<file path="config.mk">
export PLATFORM = sky130hd
export DESIGN_NAME = debug_service_reset_erase
export DESIGN_NICKNAME = d
export VERILOG_FILES = /design/src/hw/svc_pkg.sv /design/src/hw/debug_service_reset_erase.sv
export VERILOG_INCLUDE_DIRS = /design/src /design/src/hw
export SDC_FILE = /design/constraint.sdc
export NUM_CORES = 1
export LEC_CHECK = 0
export BUFFER_PORTS_ARGS = -buffer_cell sky130_fd_sc_hd__buf_4
export CAP_MARGIN = 5
export CORE_ASPECT_RATIO = 2
export CORE_MARGIN = 3
export CORE_UTILIZATION = 30
export CTS_CLUSTER_SIZE = 24
export DETAILED_ROUTE_END_ITERATION = 10
export HOLD_SLACK_MARGIN = 0.03
export PLACE_DENSITY_LB_ADDON = 0.05
export SYNTH_ARGS = -nofsm -noshare
export SYNTH_HDL_FRONTEND = slang
export SYNTH_SLANG_ARGS = --single-unit
</file>
<file path="constraint.sdc">
create_clock -name aclk -period 3.5 [get_ports aclk]
set_clock_uncertainty 0.15 [all_clocks]
set_input_delay 0 -clock aclk [delete_from_list [all_inputs] [get_ports aclk]]
set_output_delay 0 -clock aclk [all_outputs]
set_load 0.03 [all_outputs]
</file>
<file path="src/hw/svc_defines.svh">
// Offsets, field positions, identity value and timing counts of the debug service block.
// Assumes a 32-bit AXI4-Lite register port; included by the design file and the bench.
`ifndef SVC_DEFINES_SVH
`define SVC_DEFINES_SVH

// Register byte offsets
`define SVC_CTRL_OFS 12'h000
`define SVC_STATUS_A_OFS 12'h004
`define SVC_STATUS_B_OFS 12'h008
`define SVC_ID_OFS 12'h00C
`define SVC_MAILBOX0_OFS 12'h010
`define SVC_MAILBOX1_OFS 12'h014

// Control register fields (write one to act)
`define SVC_CTRL_ERASE_BIT 1

// Status A fields
`define SVC_STA_DONE_BIT 0
`define SVC_STA_CPU_HOLD_BIT 1
`define SVC_STA_PROTECTION_ERROR_FLAG_BIT 2

// Status B fields
`define SVC_STB_LOCKED_BIT 0
`define SVC_STB_PRESENT_BIT 1
`define SVC_STB_HOT_AVAIL_BIT 2
`define SVC_STB_ERASING_BIT 3

// Identity value, arbitrary
`define SVC_ID_VALUE 32'h0000_5A01

// Default lengths of the erase phases, in clock cycles
`define SVC_VOLATILE_CYCLES 16
`define SVC_FLASH_CYCLES 64
`define SVC_LOCKROW_CYCLES 16

// AXI responses
`define SVC_RESP_OKAY 2'b00
`define SVC_RESP_SLVERR 2'b10

`endif

</file>
<file path="src/hw/svc_pkg.sv">
// Types shared by the debug service block and its bench.
// Assumes the offsets and fields in svc_defines.svh.
package svc_pkg;

	// Erase sequence, Gray-coded along the usual path
	typedef enum logic [1:0]
	{
		ERASE_IDLE = 2'b00,
		ERASE_VOLATILE = 2'b01,
		ERASE_FLASH = 2'b11,
		ERASE_LOCKROW = 2'b10
	} erase_state_e;

	// Strobes to the memory controllers
	typedef struct packed
	{
		logic clear_volatile;
		logic erase_flash;
		logic erase_lockrow;
	} erase_ctl_s;

	// Pin-side state of the probe link
	typedef struct packed
	{
		logic swclk;
		logic ext_reset_n;
	} probe_pins_s;

endpackage

</file>
<file path="src/hw/debug_service_reset_erase.sv">
// Debug service logic: processor reset extension, probe detection and whole-chip erase.
// Assumes one 200 MHz clock, AXI4-Lite registers, asynchronous probe pins synchronised here.
//
// Notes on behaviour
// [RULE1] Release of external reset with debug clock low starts processor reset extension.
// [RULE2] cpu_hold_flag reads one while processor held in extension.
// [RULE3] Writing one to cpu_hold_flag releases processor and clears flag when unlocked.
// [RULE4] Writing zero to cpu_hold_flag changes nothing.
// [RULE5] Release attempt while locked is refused and sets protection_error_flag.
// [RULE6] Reset extension request counts as cold attach of a probe.
// [RULE7] Hot-attach detector held in reset during power-on or external reset.
// [RULE8] Outside reset, a falling debug clock edge registers hot attach when available.
// [RULE9] Pin reassigned or mux disabled disables hot attach until next reset.
// [RULE10] hot_attach_available in status_reg_b shows current hot attach availability.
// [RULE11] Cold or hot attach sets probe_present_flag in status_reg_b.
// [RULE12] Locked part keeps hot-attach path inactive; only cold attach detects.
// [RULE13] No probe detection before power-on reset released.
// [RULE14] Probe holds external reset past power-on release when locked, else retries.
// [RULE15] Writing one to erase_all_command starts whole-chip erase.
// [RULE16] Erase command ignored while access_guard write-protects the unit.
// [RULE17] Erase clears volatile memories, then flash with emulated area, then lock row.
// [RULE18] Erase-completion flag reads one once erase has finished.
// [RULE19] Probe should cold attach, erase, poll completion, then reset the device.
// [RULE20] access_guard blocks CPU writes except mailboxes, never debugger writes.
// [RULE21] Unit keeps working in sleep while its clock runs.
// [RULE22] New accepted erase clears completion flag; set again when it finishes.
//
// Register access over AXI4-Lite and the placing of the registers were decided locally.
`timescale 1ns/1ps
`include "svc_defines.svh"

module debug_service_reset_erase
#(
	parameter int unsigned VOLATILE_CYCLES = `SVC_VOLATILE_CYCLES,
	parameter int unsigned FLASH_CYCLES = `SVC_FLASH_CYCLES,
	parameter int unsigned LOCKROW_CYCLES = `SVC_LOCKROW_CYCLES
)
(
	input wire logic aclk,
	input wire logic aresetn,
	// Probe pins and system status
	input wire svc_pkg::probe_pins_s pins,
	input wire logic por_done,
	input wire logic security_locked,
	input wire logic pin_is_debug,
	input wire logic pin_mux_enabled,
	input wire logic access_guard,
	input wire logic erase_ack,
	// AXI4-Lite slave
	input wire logic [11:0] s_axi_awaddr,
	input wire logic s_axi_awvalid,
	output logic s_axi_awready,
	input wire logic [31:0] s_axi_wdata,
	input wire logic [3:0] s_axi_wstrb,
	input wire logic s_axi_wvalid,
	output logic s_axi_wready,
	output logic [1:0] s_axi_bresp,
	output logic s_axi_bvalid,
	input wire logic s_axi_bready,
	input wire logic [11:0] s_axi_araddr,
	input wire logic s_axi_arvalid,
	output logic s_axi_arready,
	output logic [31:0] s_axi_rdata,
	output logic [1:0] s_axi_rresp,
	output logic s_axi_rvalid,
	input wire logic s_axi_rready,
	input wire logic s_axi_arprot_dbg,
	input wire logic s_axi_awprot_dbg,
	// System side
	output logic cpu_reset_hold,
	output svc_pkg::erase_ctl_s erase_ctl
);
	import svc_pkg::*;

	////////////////////////////////////////////////////////////////////////////////
	// Pin synchronisers and edge detection

	logic [1:0] swclk_sync_r;
	logic [1:0] rstn_sync_r;
	logic swclk_prev_r;
	logic rstn_prev_r;
	wire logic swclk_s = swclk_sync_r[1];
	wire logic rstn_s = rstn_sync_r[1];
	wire logic swclk_fall = swclk_prev_r & ~swclk_s;
	wire logic rstn_rise = ~rstn_prev_r & rstn_s;
	// Whole system considered in reset while power-on or external reset active
	wire logic sys_in_reset = ~por_done | ~rstn_s;

	// Two flops per pin; idle high so an open pin looks released
	always_ff @(posedge aclk)
	begin
		if (!aresetn)
		begin
			swclk_sync_r <= 2'h3;
			rstn_sync_r <= 2'h3;
			swclk_prev_r <= 1'b1;
			rstn_prev_r <= 1'b1;
		end
		else
		begin
			swclk_sync_r <= {swclk_sync_r[0], pins.swclk};
			rstn_sync_r <= {rstn_sync_r[0], pins.ext_reset_n};
			swclk_prev_r <= swclk_s;
			rstn_prev_r <= rstn_s;
		end
	end

	////////////////////////////////////////////////////////////////////////////////
	// Register decode

	logic aw_held_r;
	logic w_held_r;
	logic [11:0] aw_addr_r;
	logic aw_dbg_r;
	logic [31:0] w_data_r;
	logic [3:0] w_strb_r;

	function automatic logic is_mapped(input logic [11:0] a);
		is_mapped = (a == `SVC_CTRL_OFS) || (a == `SVC_STATUS_A_OFS) || (a == `SVC_STATUS_B_OFS) ||
			(a == `SVC_ID_OFS) || (a == `SVC_MAILBOX0_OFS) || (a == `SVC_MAILBOX1_OFS);
	endfunction

	function automatic logic is_mailbox(input logic [11:0] a);
		is_mailbox = (a == `SVC_MAILBOX0_OFS) || (a == `SVC_MAILBOX1_OFS);
	endfunction

	// Write fires once both halves are latched and no response is pending
	wire logic wr_fire = aw_held_r & w_held_r & ~s_axi_bvalid;
	wire logic wr_mapped = is_mapped(aw_addr_r);
	// Guard blocks CPU writes only; debugger and mailboxes always pass
	wire logic wr_blocked = access_guard & ~aw_dbg_r & ~is_mailbox(aw_addr_r); // [RULE20]
	wire logic wr_ok = wr_fire & wr_mapped & ~wr_blocked;
	wire logic lane0 = w_strb_r[0];
	wire logic wr_ctrl = wr_ok & lane0 & (aw_addr_r == `SVC_CTRL_OFS);
	wire logic wr_sta = wr_ok & lane0 & (aw_addr_r == `SVC_STATUS_A_OFS);
	wire logic erase_cmd = wr_ctrl & w_data_r[`SVC_CTRL_ERASE_BIT]; // [RULE15]
	wire logic hold_one = wr_sta & w_data_r[`SVC_STA_CPU_HOLD_BIT]; // [RULE4]
	wire logic protection_error_flag_one = wr_sta & w_data_r[`SVC_STA_PROTECTION_ERROR_FLAG_BIT];

	////////////////////////////////////////////////////////////////////////////////
	// Reset extension and probe detection

	logic cpu_hold_r;
	logic protection_error_flag_r;
	logic present_r;
	logic hot_avail_r;
	logic hot_disabled_r;

	// Cold attach: external reset released with debug clock low, after power-on
	wire logic cold_attach = rstn_rise & ~swclk_s & por_done; // [RULE1] [RULE6] [RULE13]
	wire logic hot_ok = ~hot_disabled_r & ~security_locked & pin_is_debug & pin_mux_enabled; // [RULE12]
	wire logic hot_attach = hot_avail_r & ~sys_in_reset & swclk_fall; // [RULE8]
	wire logic release_ok = hold_one & cpu_hold_r & ~security_locked; // [RULE3]
	wire logic release_refused = hold_one & security_locked; // [RULE5]

	// Hold, error and presence flags; a new hold wins over a same-cycle release
	always_ff @(posedge aclk)
	begin
		if (!aresetn)
		begin
			cpu_hold_r <= 1'b0;
			protection_error_flag_r <= 1'b0;
			present_r <= 1'b0;
		end
		else
		begin
			if (cold_attach)
				cpu_hold_r <= 1'b1; // [RULE2]
			else if (release_ok)
				cpu_hold_r <= 1'b0; // [RULE3]
			if (release_refused)
				protection_error_flag_r <= 1'b1; // [RULE5]
			else if (protection_error_flag_one)
				protection_error_flag_r <= 1'b0;
			if (cold_attach || hot_attach)
				present_r <= 1'b1; // [RULE11]
		end
	end

	// Hot-attach detector: cleared by any reset, latched off once the pin leaves debug
	always_ff @(posedge aclk)
	begin
		if (!aresetn || sys_in_reset)
		begin
			hot_disabled_r <= 1'b0; // [RULE7]
			hot_avail_r <= 1'b0;
		end
		else
		begin
			if (!pin_is_debug || !pin_mux_enabled)
				hot_disabled_r <= 1'b1; // [RULE9]
			hot_avail_r <= hot_ok; // [RULE10]
		end
	end

	////////////////////////////////////////////////////////////////////////////////
	// Whole-chip erase sequencer

	erase_state_e erase_state_r;
	erase_state_e erase_state_nxt;
	logic [15:0] erase_cnt_r;
	logic erase_done_r;
	erase_ctl_s erase_ctl_nxt;

	// Guarded CPU writes never reach here, so the guard refuses the command
	wire logic erase_start = erase_cmd & (erase_state_r == ERASE_IDLE); // [RULE16]
	wire logic phase_end = (erase_cnt_r == 16'h0000) & erase_ack;

	function automatic logic [15:0] phase_len(input erase_state_e s);
		case (s)
			ERASE_VOLATILE: phase_len = 16'(VOLATILE_CYCLES - 1);
			ERASE_FLASH: phase_len = 16'(FLASH_CYCLES - 1);
			ERASE_LOCKROW: phase_len = 16'(LOCKROW_CYCLES - 1);
			default: phase_len = 16'h0000;
		endcase
	endfunction

	// Volatile first, then flash, then the lock row
	always_comb
	begin
		erase_state_nxt = erase_state_r;
		case (erase_state_r)
			ERASE_IDLE: if (erase_start) erase_state_nxt = ERASE_VOLATILE; // [RULE17]
			ERASE_VOLATILE: if (phase_end) erase_state_nxt = ERASE_FLASH;
			ERASE_FLASH: if (phase_end) erase_state_nxt = ERASE_LOCKROW;
			ERASE_LOCKROW: if (phase_end) erase_state_nxt = ERASE_IDLE;
			default: erase_state_nxt = ERASE_IDLE;
		endcase
		erase_ctl_nxt.clear_volatile = (erase_state_nxt == ERASE_VOLATILE);
		erase_ctl_nxt.erase_flash = (erase_state_nxt == ERASE_FLASH);
		erase_ctl_nxt.erase_lockrow = (erase_state_nxt == ERASE_LOCKROW);
	end

	// Phase counter, completion flag and strobes
	always_ff @(posedge aclk)
	begin
		if (!aresetn)
		begin
			erase_state_r <= ERASE_IDLE;
			erase_cnt_r <= 16'h0000;
			erase_done_r <= 1'b0;
			erase_ctl <= '0;
		end
		else
		begin
			erase_state_r <= erase_state_nxt;
			erase_ctl <= erase_ctl_nxt;
			if (erase_state_nxt != erase_state_r)
				erase_cnt_r <= phase_len(erase_state_nxt);
			else if (erase_cnt_r != 16'h0000)
				erase_cnt_r <= erase_cnt_r - 16'h0001;
			if (erase_start)
				erase_done_r <= 1'b0; // [RULE22]
			else if (erase_state_r == ERASE_LOCKROW && phase_end)
				erase_done_r <= 1'b1; // [RULE18]
		end
	end

	////////////////////////////////////////////////////////////////////////////////
	// AXI4-Lite write path

	logic [31:0] mailbox_r [2];

	// Channels latched independently; response after both
	always_ff @(posedge aclk)
	begin
		if (!aresetn)
		begin
			aw_held_r <= 1'b0;
			w_held_r <= 1'b0;
			aw_addr_r <= 12'h000;
			aw_dbg_r <= 1'b0;
			w_data_r <= 32'h0000_0000;
			w_strb_r <= 4'h0;
			s_axi_bvalid <= 1'b0;
			s_axi_bresp <= `SVC_RESP_OKAY;
			mailbox_r[0] <= 32'h0000_0000;
			mailbox_r[1] <= 32'h0000_0000;
		end
		else
		begin
			if (s_axi_awvalid && s_axi_awready)
			begin
				aw_held_r <= 1'b1;
				aw_addr_r <= {s_axi_awaddr[11:2], 2'b00};
				aw_dbg_r <= s_axi_awprot_dbg;
			end
			if (s_axi_wvalid && s_axi_wready)
			begin
				w_held_r <= 1'b1;
				w_data_r <= s_axi_wdata;
				w_strb_r <= s_axi_wstrb;
			end
			if (wr_fire)
			begin
				aw_held_r <= 1'b0;
				w_held_r <= 1'b0;
				s_axi_bvalid <= 1'b1;
				s_axi_bresp <= wr_mapped ? `SVC_RESP_OKAY : `SVC_RESP_SLVERR;
			end
			else if (s_axi_bready)
				s_axi_bvalid <= 1'b0;
			if (wr_ok && is_mailbox(aw_addr_r))
			begin
				for (int b = 0; b < 4; b++)
				begin
					if (w_strb_r[b])
						mailbox_r[aw_addr_r[2]][8*b +: 8] <= w_data_r[8*b +: 8];
				end
			end
		end
	end

	// Ready registered: high while the channel is empty
	always_ff @(posedge aclk)
	begin
		if (!aresetn)
		begin
			s_axi_awready <= 1'b0;
			s_axi_wready <= 1'b0;
		end
		else
		begin
			s_axi_awready <= ~aw_held_r & ~(s_axi_awvalid & s_axi_awready) & ~wr_fire;
			s_axi_wready <= ~w_held_r & ~(s_axi_wvalid & s_axi_wready) & ~wr_fire;
		end
	end

	////////////////////////////////////////////////////////////////////////////////
	// AXI4-Lite read path

	wire logic [11:0] rd_addr = {s_axi_araddr[11:2], 2'b00};
	wire logic [31:0] sta_word = {29'h0, protection_error_flag_r, cpu_hold_r, erase_done_r};
	wire logic [31:0] stb_word = {28'h0, erase_state_r != ERASE_IDLE, hot_avail_r, present_r, security_locked};
	logic [31:0] rd_word;

	// Read mux; unmapped reads return zero with an error
	always_comb
	begin
		case (rd_addr)
			`SVC_CTRL_OFS: rd_word = 32'h0000_0000;
			`SVC_STATUS_A_OFS: rd_word = sta_word;
			`SVC_STATUS_B_OFS: rd_word = stb_word;
			`SVC_ID_OFS: rd_word = `SVC_ID_VALUE;
			`SVC_MAILBOX0_OFS: rd_word = mailbox_r[0];
			`SVC_MAILBOX1_OFS: rd_word = mailbox_r[1];
			default: rd_word = 32'h0000_0000;
		endcase
	end

	// One read at a time; arready only while no data pending
	always_ff @(posedge aclk)
	begin
		if (!aresetn)
		begin
			s_axi_arready <= 1'b0;
			s_axi_rvalid <= 1'b0;
			s_axi_rdata <= 32'h0000_0000;
			s_axi_rresp <= `SVC_RESP_OKAY;
		end
		else
		begin
			s_axi_arready <= ~s_axi_rvalid & ~(s_axi_arvalid & s_axi_arready);
			if (s_axi_arvalid && s_axi_arready)
			begin
				s_axi_rvalid <= 1'b1;
				s_axi_rdata <= rd_word;
				s_axi_rresp <= is_mapped(rd_addr) ? `SVC_RESP_OKAY : `SVC_RESP_SLVERR;
			end
			else if (s_axi_rready)
				s_axi_rvalid <= 1'b0;
		end
	end

	// Hold line registered; block needs only its clock, so sleep does not stop it
	always_ff @(posedge aclk)
	begin
		if (!aresetn)
			cpu_reset_hold <= 1'b0;
		else
			cpu_reset_hold <= cpu_hold_r | ~rstn_s; // [RULE21]
	end

	// Unused fields of the arprot sideband kept for symmetry
	wire logic unused_arprot = s_axi_arprot_dbg;

endmodule

</file>
==> flow_results.org, run 1 <==
** Clock network
- TritonCTS clock tree :: yes
- In this run the clock root is driven by a sky130_fd_sc_hd__clkbuf_16.
- Gates resized during post-CTS repair numbered 0.
- Maximum buffer depth of the clock tree :: 2
- CTS HTree Levels :: 4
- Clock sink count :: 186
- Clock-pin slew was measured on the worst setup and hold paths at 0.07 ns.
- Clock latency on the worst-skew pair, taken at its later pin, is 0.44 ns.
- TritonCTS buffer count :: 17

** STA
- Setup violations remaining at the end of the flow were counted as 0.
- Headroom to the max-slew limit :: 40.6%
- For the finished layout, the period the worst path requires is 2.94 ns.
- Post-route worst hold slack :: 0.161 ns
- Total Neg Setup Slack :: 0 ns
- The final max-slew violation count came to 0.
- The final-report hold violation count came to 0.
- Derived from the worst setup path, the maximum achievable clock frequency is 341 MHz.
- The final critical path takes up 83.9% of the cycle.
- Unrepaired setup endpoints after global routing :: no
- At the pin with the least slew margin, the transition time is 0.890 ns.

** Critical path
- Across all register-to-register paths, the minimum setup slack is 0.61 ns.
- STA puts the critical path data required time at 3.72 ns.
- Sort of element at the end of the critical path :: register
- Critical path class :: in -> reg
- STA classifies the critical path startpoint as a primary input.
- The number of cells on the worst reg-to-reg path is 7.
- Crit path arrival time :: 3.16 ns
- Maximum net fanout on the critical path :: 3
- In this run the critical register-to-register path is captured at cpu_hold_r.
- The worst register-to-register path begins at aw_addr_r[11].

** Hold path
- Worst Hold Endpoint :: w_data_r[12]
- Min-delay worst type :: in -> reg
- The startpoint identified for the worst hold timing path is s_axi_wvalid.
- The worst hold path passes through 5 cells.

** Yosys
- During synthesis, Yosys emitted a total of 0 warnings.
- The commonest cells after synthesis are sky130_fd_sc_hd__nand2_1, sky130_fd_sc_hd__dfxtp_1, sky130_fd_sc_hd__a21oi_1.
- Fraction of synthesis flops using an asynchronous set or reset pin :: 0%
- By area the synthesized netlist is led by sky130_fd_sc_hd__dfxtp_1, sky130_fd_sc_hd__edfxtp_1, sky130_fd_sc_hd__nand2_1.
- Yosys mapped a number of flops with a built-in enable equal to 64.
- Gate count after technology mapping :: 740
- Share of the synthesized area in the top cell type :: 33.2%
- The share of the Yosys chip area taken by registers is 59.3%.
- Mean instance size in the synthesized netlist :: 9.95 um^2
- Number of distinct library cells after synthesis :: 56
- The synthesized netlist occupies a cell area of 7360 um^2.
- Dominant register cell in the synthesized netlist :: sky130_fd_sc_hd__dfxtp_1
- Synthesized flop and latch total :: 186
- Count leader, synth :: sky130_fd_sc_hd__nand2_1
- The largest total area in the synthesized netlist belongs to sky130_fd_sc_hd__dfxtp_1.

** Floorplanning
- Core Rows :: 80
- From bottom edge to top edge, the die measures 228 um.
- In this run the standard cell core region covers 24000 um^2.
- Measured along the x axis, the die boundary spans 117 um.
- 122 I/O pins were placed.
- The initial utilization of the core area, before any placement, comes to 30.7%.
- The die covers 26600 um^2.

** Global route
- The number of global-route vias before repair was 6117.
- For this run, global-route usage on met2 was measured as 30.7%.
- Largest net degree at the start of global routing :: 42
- Wire length of the first global-routing pass :: 31.3 mm
- Global routing used 3.46% of the available met3 tracks.
- Global routing finished with a remaining overflow of 0.
- The global routing stage identified its most utilized layer as met2.
- In the global route stage, met1 resource usage came out at 15.2%.
- The number of antenna violations at the first check in global routing is 0.
- Across every metal layer, demand over resource in global routing totals 15.6%.

** Pwr
- Net switching is 26.8% of the power.
- Static leakage :: 0.00426 uW
- The clock network is responsible for 37.8% of the overall power.
- Proportion of power drawn by combinational gates :: 17.7%
- Of the total power, registers draw 44.5%.
- Cell internal power was estimated by the tool at 4130 uW.
- In this run the power density over the cells is 554 nW/um^2.
- Switch Pwr :: 1520 uW
- The worst-case IR drop observed on VDD is 0.000327 V.

** Drt
- The detail route stage leaves a number of antenna-violating nets equal to 0.
- After detailed routing, the average wire length per cell comes to 16.1 um.
- The first detailed-routing pass ran for 4 iterations.
- Final Routed Wirelength :: 20.0 mm
- After detailed routing, the number of vias per cell comes to 4.81.
- Drc violations :: 0
- For this block, the initial DRC count from the detailed router was 299.
- Via count :: 5959

** Placement
- Input and output buffers added on the ports amount to 114.
- The HPWL after detailed placement is 14.3 mm.
- Once placement completed, the tool counted placed cells totaling 1110.
- Final weighted congestion of routability-driven global placement :: 0.749

** Cells and area
- Count of nets after finishing :: 1018
- Area Overhead vs Synth :: 38.3%
- Filler Cells Inserted :: 2391
- Layout cells sized above 1 :: 17.8%
- Number of cells in the finished layout apart from fillers :: 1240
- Number of diodes added for antenna fixing :: 0

** Status
- The run finished with clean final reports.

** Run
- Maximum capacitance violations :: 0
## how the worst max path moves through the flow
stage | startpoint | end | slack, ns | cells past startpoint
after global placement | aw_addr_r[11] | mailbox_r[0][28] | 0.59 | 5
after CTS | aw_addr_r[11] | mailbox_r[0][19] | 0.58 | 5
after floorplan | aw_addr_r[11] | mailbox_r[0][10] | 0.84 | 6
final | s_axi_araddr[10] | s_axi_rdata[0] | 0.56 | 9
after detailed placement | aw_addr_r[11] | mailbox_r[0][28] | 0.58 | 5
after global routing | s_axi_araddr[10] | s_axi_rdata[0] | 0.40 | 9
## per-stage QoR
stage	cell area [um^2]	utilization (%)	power [uW]	setup slack, ns
global placement	8520	35.5	3450	0.591
floorplan	7370	-	3210	0.845
finish	10200	42.4	5650	0.564
detailed placement	8520	35.5	3490	0.584
global route	10200	42.4	5940	0.399
CTS	10200	42.4	5720	0.578
## state kept, by name, indices dropped and copies added, names as in the netlist, 2 cells and up
register       flops
aw_addr_r         10
erase_cnt_r       16
erase_ctl          3
erase_state_r      2
mailbox_r         64
rstn_sync_r        2
s_axi_rdata       32
swclk_sync_r       2
w_data_r          32
w_strb_r           4
## cells by family after synthesis
| group | synth area share, % |
|---|---|
| xor gates and xnor gates | 0.238 |
| DFF | 59.3 |
| AOI/OAI and AO/OA | 12.0 |
| other | 0.0509 |
| adders and majority gates | 0.170 |
| buffers and inverters | 3.01 |
| muxes | 3.84 |
| and+or+nand+nor | 21.5 |
## repair_timing
item                      CTS  global route
hold endpoints to repair  100             0
hold buffers               98             0
buffers inserted            0             0
## worst max-delay path: stages
cell and delay [ns]:
sky130_fd_sc_hd__dlygate4sd3_1 0.53, sky130_fd_sc_hd__buf_4 0.13, sky130_fd_sc_hd__nor4_1 0.17, sky130_fd_sc_hd__dlygate4sd3_1 0.60, sky130_fd_sc_hd__nand2_1 0.10, sky130_fd_sc_hd__dlygate4sd3_1 0.60, sky130_fd_sc_hd__or3_1 0.34, sky130_fd_sc_hd__dlygate4sd3_1 0.56
sky130_fd_sc_hd__a21oi_1 0.13
## cell usage in the layout (no fill, tap or decap), types with 6 or more instances in the layout
cell type,n
sky130_fd_sc_hd__and3_1,67
sky130_fd_sc_hd__or3_1,11
sky130_fd_sc_hd__o21ai_0,20
sky130_fd_sc_hd__buf_4,129
sky130_fd_sc_hd__dlygate4sd3_1,98
sky130_fd_sc_hd__nand2_1,156
sky130_fd_sc_hd__dfxtp_1,122
sky130_fd_sc_hd__clkbuf_16,24
sky130_fd_sc_hd__a22oi_1,6
sky130_fd_sc_hd__edfxtp_1,64
sky130_fd_sc_hd__o21ai_1,22
sky130_fd_sc_hd__inv_1,8
sky130_fd_sc_hd__a21oi_1,69
sky130_fd_sc_hd__mux2i_1,26
sky130_fd_sc_hd__nand2b_1,13
sky130_fd_sc_hd__or4_1,9
sky130_fd_sc_hd__nor3_1,8
sky130_fd_sc_hd__o31ai_1,6
sky130_fd_sc_hd__nor2_1,18
## cell type report
cell class              count  area (um^2)  area share, %
clock buffers              27          622           6.11
clock inverters             5         57.6          0.565
inverters                   9         33.8          0.332
multi-input cells         499         2800           27.5
flip-flops and latches    186         4360           42.9
well taps                 287          359           3.53
repair buffers            227         1950           19.1
## power by group through the flow
stage | Combinational, uW | Sequential (uW) | Clock, uW
after global routing | 1130 | 2530 | 2280
after floorplan | 685 | 2520 | 0
after global placement | 903 | 2550 | 0
final | 1000 | 2510 | 2130
after detailed placement | 935 | 2560 | 0
after CTS | 1020 | 2510 | 2190
## per-layer routing
metal,up-vias,wire [um]
li1,3015,-
met1,2809,7310
met2,105,11500
met3,30,639
met4,0,487
met5,-,0
No activity file was read; power rests on OpenSTA's default activity.
==> inputs of run 2 (changes only) <==
==> constraint.sdc (replaced) <==
create_clock -name aclk -period 3.1 [get_ports aclk]
set_clock_uncertainty 0.15 [all_clocks]
set_input_delay 0 -clock aclk [delete_from_list [all_inputs] [get_ports aclk]]
set_output_delay 0 -clock aclk [all_outputs]
set_load 0.03 [all_outputs]
==> flow_results.org, run 2 (same netlist as run 1, synthesis figures left out) <==
** Status
- Result of the run :: complete, no violations

** Floorplanning
- Die Area :: 26600 um^2 (unchanged)
- Chip Width :: 117 um (unchanged)
- The placeable core region is 24000 um^2 (unchanged).
- Boundary Pins :: 122 (unchanged)
- The row count came to 80 (unchanged).
- Die height :: 228 um (unchanged)
- Effective utilization at floorplan :: 30.7% (unchanged)

** Cells and area
- The layout filler cell count came to 2362 (-1.2%).
- The number of nets in the final layout came to 1044 (+2.6%).
- The count of inserted antenna diode cells was 0 (unchanged).
- Sequential cell area in the final layout :: 4360 um^2 (unchanged)
- Area Overhead vs Synth :: 41.6%
- mailbox_r holds more flip-flops than any other register.
- Top flop regs :: mailbox_r (64), s_axi_rdata (32), w_data_r (32)
- The library cells used most frequently in the layout, excluding fill and tap cells, are sky130_fd_sc_hd__nand2_1, sky130_fd_sc_hd__dlygate4sd3_1, sky130_fd_sc_hd__dfxtp_1, sky130_fd_sc_hd__buf_4, sky130_fd_sc_hd__a21oi_1.
- Layout cells sized above 1 :: 17.1% (-0.78 points)
- The number of flip-flops in the largest register was 64 (unchanged).
- The total area of multi-input combinational cells was 2800 um^2 (unchanged).
- Most frequent standard cell in the layout excluding fill and tap cells :: sky130_fd_sc_hd__nand2_1

** Hold path
- Min-delay worst type :: in -> reg
- The worst hold path begins at s_axi_wvalid.
- Min-Delay Path Depth :: 5 (unchanged)

** Clock network
- TritonCTS clock tree :: yes
- CTS HTree Levels :: 4 (unchanged)
- The clock-pin slew reported for the worst setup and hold paths after clock tree synthesis came to 0.07 ns (about the same).
- TritonCTS buffer count :: 17 (unchanged)
- Cell chosen for the clock root :: sky130_fd_sc_hd__clkbuf_16
- The source-to-sink clock delay at the later pin of the worst-skew pair came to 0.44 ns (about the same).
- Clock sink count :: 186 (unchanged)
- The count of buffers added by post-CTS timing repair for setup is 0 (unchanged).
- Maximum buffer depth of the clock tree :: 2 (unchanged)

** Run
- The number of violations of the max-capacitance limit came to 0 (unchanged).

** STA
- Total Neg Setup Slack :: 0 ns (unchanged)
- Peak clock frequency supported by timing :: 346 MHz
- The final-report hold violation count came to 0 (unchanged).
- Headroom to the max-slew limit :: 35.9% (-4.8 points)
- Subtracting the final worst setup slack from the clock period gives 2.89 ns.
- Transition time at the pin with the least slew margin :: 0.962 ns (+0.0717 ns)
- Setup repair after global routing left no endpoint under its margin.
- Final clock period utilization by the worst path :: 93.2%
- Setup violation total in the final timing report :: 0 (unchanged)
- Final count of pins violating max slew :: 0 (unchanged)

** Pwr
- The power density over cell area is 603 nW/um^2 (+8.7%).
- Power Total :: 6280 uW (+11%)
- The peak supply drop was 0.000506 V (+55%).
- The leakage power came to 0.00439 uW (+3.2%).

** Global route
- Total overflow reported by the global router :: 0 (unchanged)
- The total routing usage reported by global routing was 15.8% (+0.21 points).
- The number of antenna violations at the first check in global routing is 0 (unchanged).
- Largest net degree at the start of global routing :: 64 (+52%)
- Wire length of the first global-routing pass :: 31.9 mm (+1.9%)
- Vias in the first global route :: 6373 (+4.2%)

** Drt
- Drc violations :: 0 (unchanged)
- 1st-pass router iterations :: 4 (unchanged)
- The mean routed wirelength per cell was 15.8 um (-1.5%).
- Antenna Nets Post-Route :: 0 (unchanged)
- The number of vias in the routed layout is 6098 (+2.3%).
- The mean number of vias per cell is 4.82 (+0.23%).
- DRC violation total after the first TritonRoute iteration :: 175 (-41%)
- Final Routed Wirelength :: 20.1 mm (+0.56%)

** Critical path
- Critical Path Start Type :: primary input
- Crit path arrival time :: 3.10 ns (-0.06 ns)
- Among the stages of the critical path, the cell type that occurs most often is sky130_fd_sc_hd__dlygate4sd3_1.
- The slowest stage of the critical path is the sky130_fd_sc_hd__dlygate4sd3_1 cell.
- The peak per-stage delay on the critical path is 0.59 ns (about the same).
- Startpoint of the worst register-to-register path :: aw_addr_r[11]
- The required time reported for the critical path endpoint is 3.31 ns (-0.41 ns).
- Cell-by-cell trace of the critical path :: dlygate4sd3_1 -> buf_4 -> nor4_1 -> dlygate4sd3_1 -> nand2_1 -> dlygate4sd3_1 -> or3_1 -> dlygate4sd3_1 -> a21oi_1
- In this run the worst setup path begins at s_axi_araddr[10].
- Sort of element at the end of the critical path :: register
- The cell depth of the worst flop-to-flop path is 6 (-1).
- The maximum net fanout on the critical path came to 3 (unchanged).
- Critical path class :: in -> reg

** Placement
- Post-detail-place hpwl :: 13.7 mm (-4.0%)
- The placer congestion estimate came to 0.745 (-0.53%).
- The total of buffers placed on input and output ports is 114 (unchanged).
[run 2: per-stage QoR]
stage          hold WS [ns]  cell area (um^2)  setup slack, ns  util [%]  std cells
4_1_cts              0.0334             10400            0.255      43.4       1266
6_report             0.0495             10400            0.212      43.4       1266
3_3_place_gp         0.0386              8530            0.372      35.5       1106
5_1_grt              0.0630             10400            0.158      43.4       1266
3_5_place_dp         0.0403              8530            0.354      35.5       1106
2_1_floorplan       -0.0725              7370            0.445         -        741
[run 2: worst paths after layout]
path | to | slack [ns]
worst max register to register | mailbox_r[1][16] | 0.39
worst min-delay path | w_data_r[12] | 0.05
worst max-delay path | s_axi_rdata[0] | 0.21
worst min register to register | rstn_sync_r[1] | 0.25
[run 2: cell type report]
cell class	count	share of cell area [%]
clock buffer	20	4.48
inverter	9	0.324
sequential	186	41.9
tap	287	3.44
multi-input combinational	499	26.8
timing repair buffer	253	21.6
clock inverter	12	1.40
[run 2: layer usage]
layer / up-vias / track usage (%) / part of all wire, %
met4: 0 / 7.26 / 3.3
met3: 37 / 3.59 / 3.2
met2: 125 / 30.3 / 57
met5: - / 0 / 0
li1: 3066 / - / -
met1: 2870 / 15.6 / 37
[run 2: repair_timing]
| item | CTS | global route |
|---|---|---|
| hold endpoints to repair | 106 | 0 |
| hold buffers | 128 | 0 |
| gates resized for setup | 0 | 0 |
| setup endpoints to repair | 0 | 0 |
[run 2: report_power, final]
part / internal [uW] / leakage, uW / switching (uW) / total [uW]
sequential: 2690 / 0.00165 / 145 / 2830
combinational: 554 / 0.00244 / 632 / 1190
clock: 1330 / 0.000299 / 937 / 2260
[run 2: critical path, delay by kind of cell]
kind	cells	cell delay [ns]
buf+inv	5	2.39
compound gates	1	0.13
simple gates	3	0.58
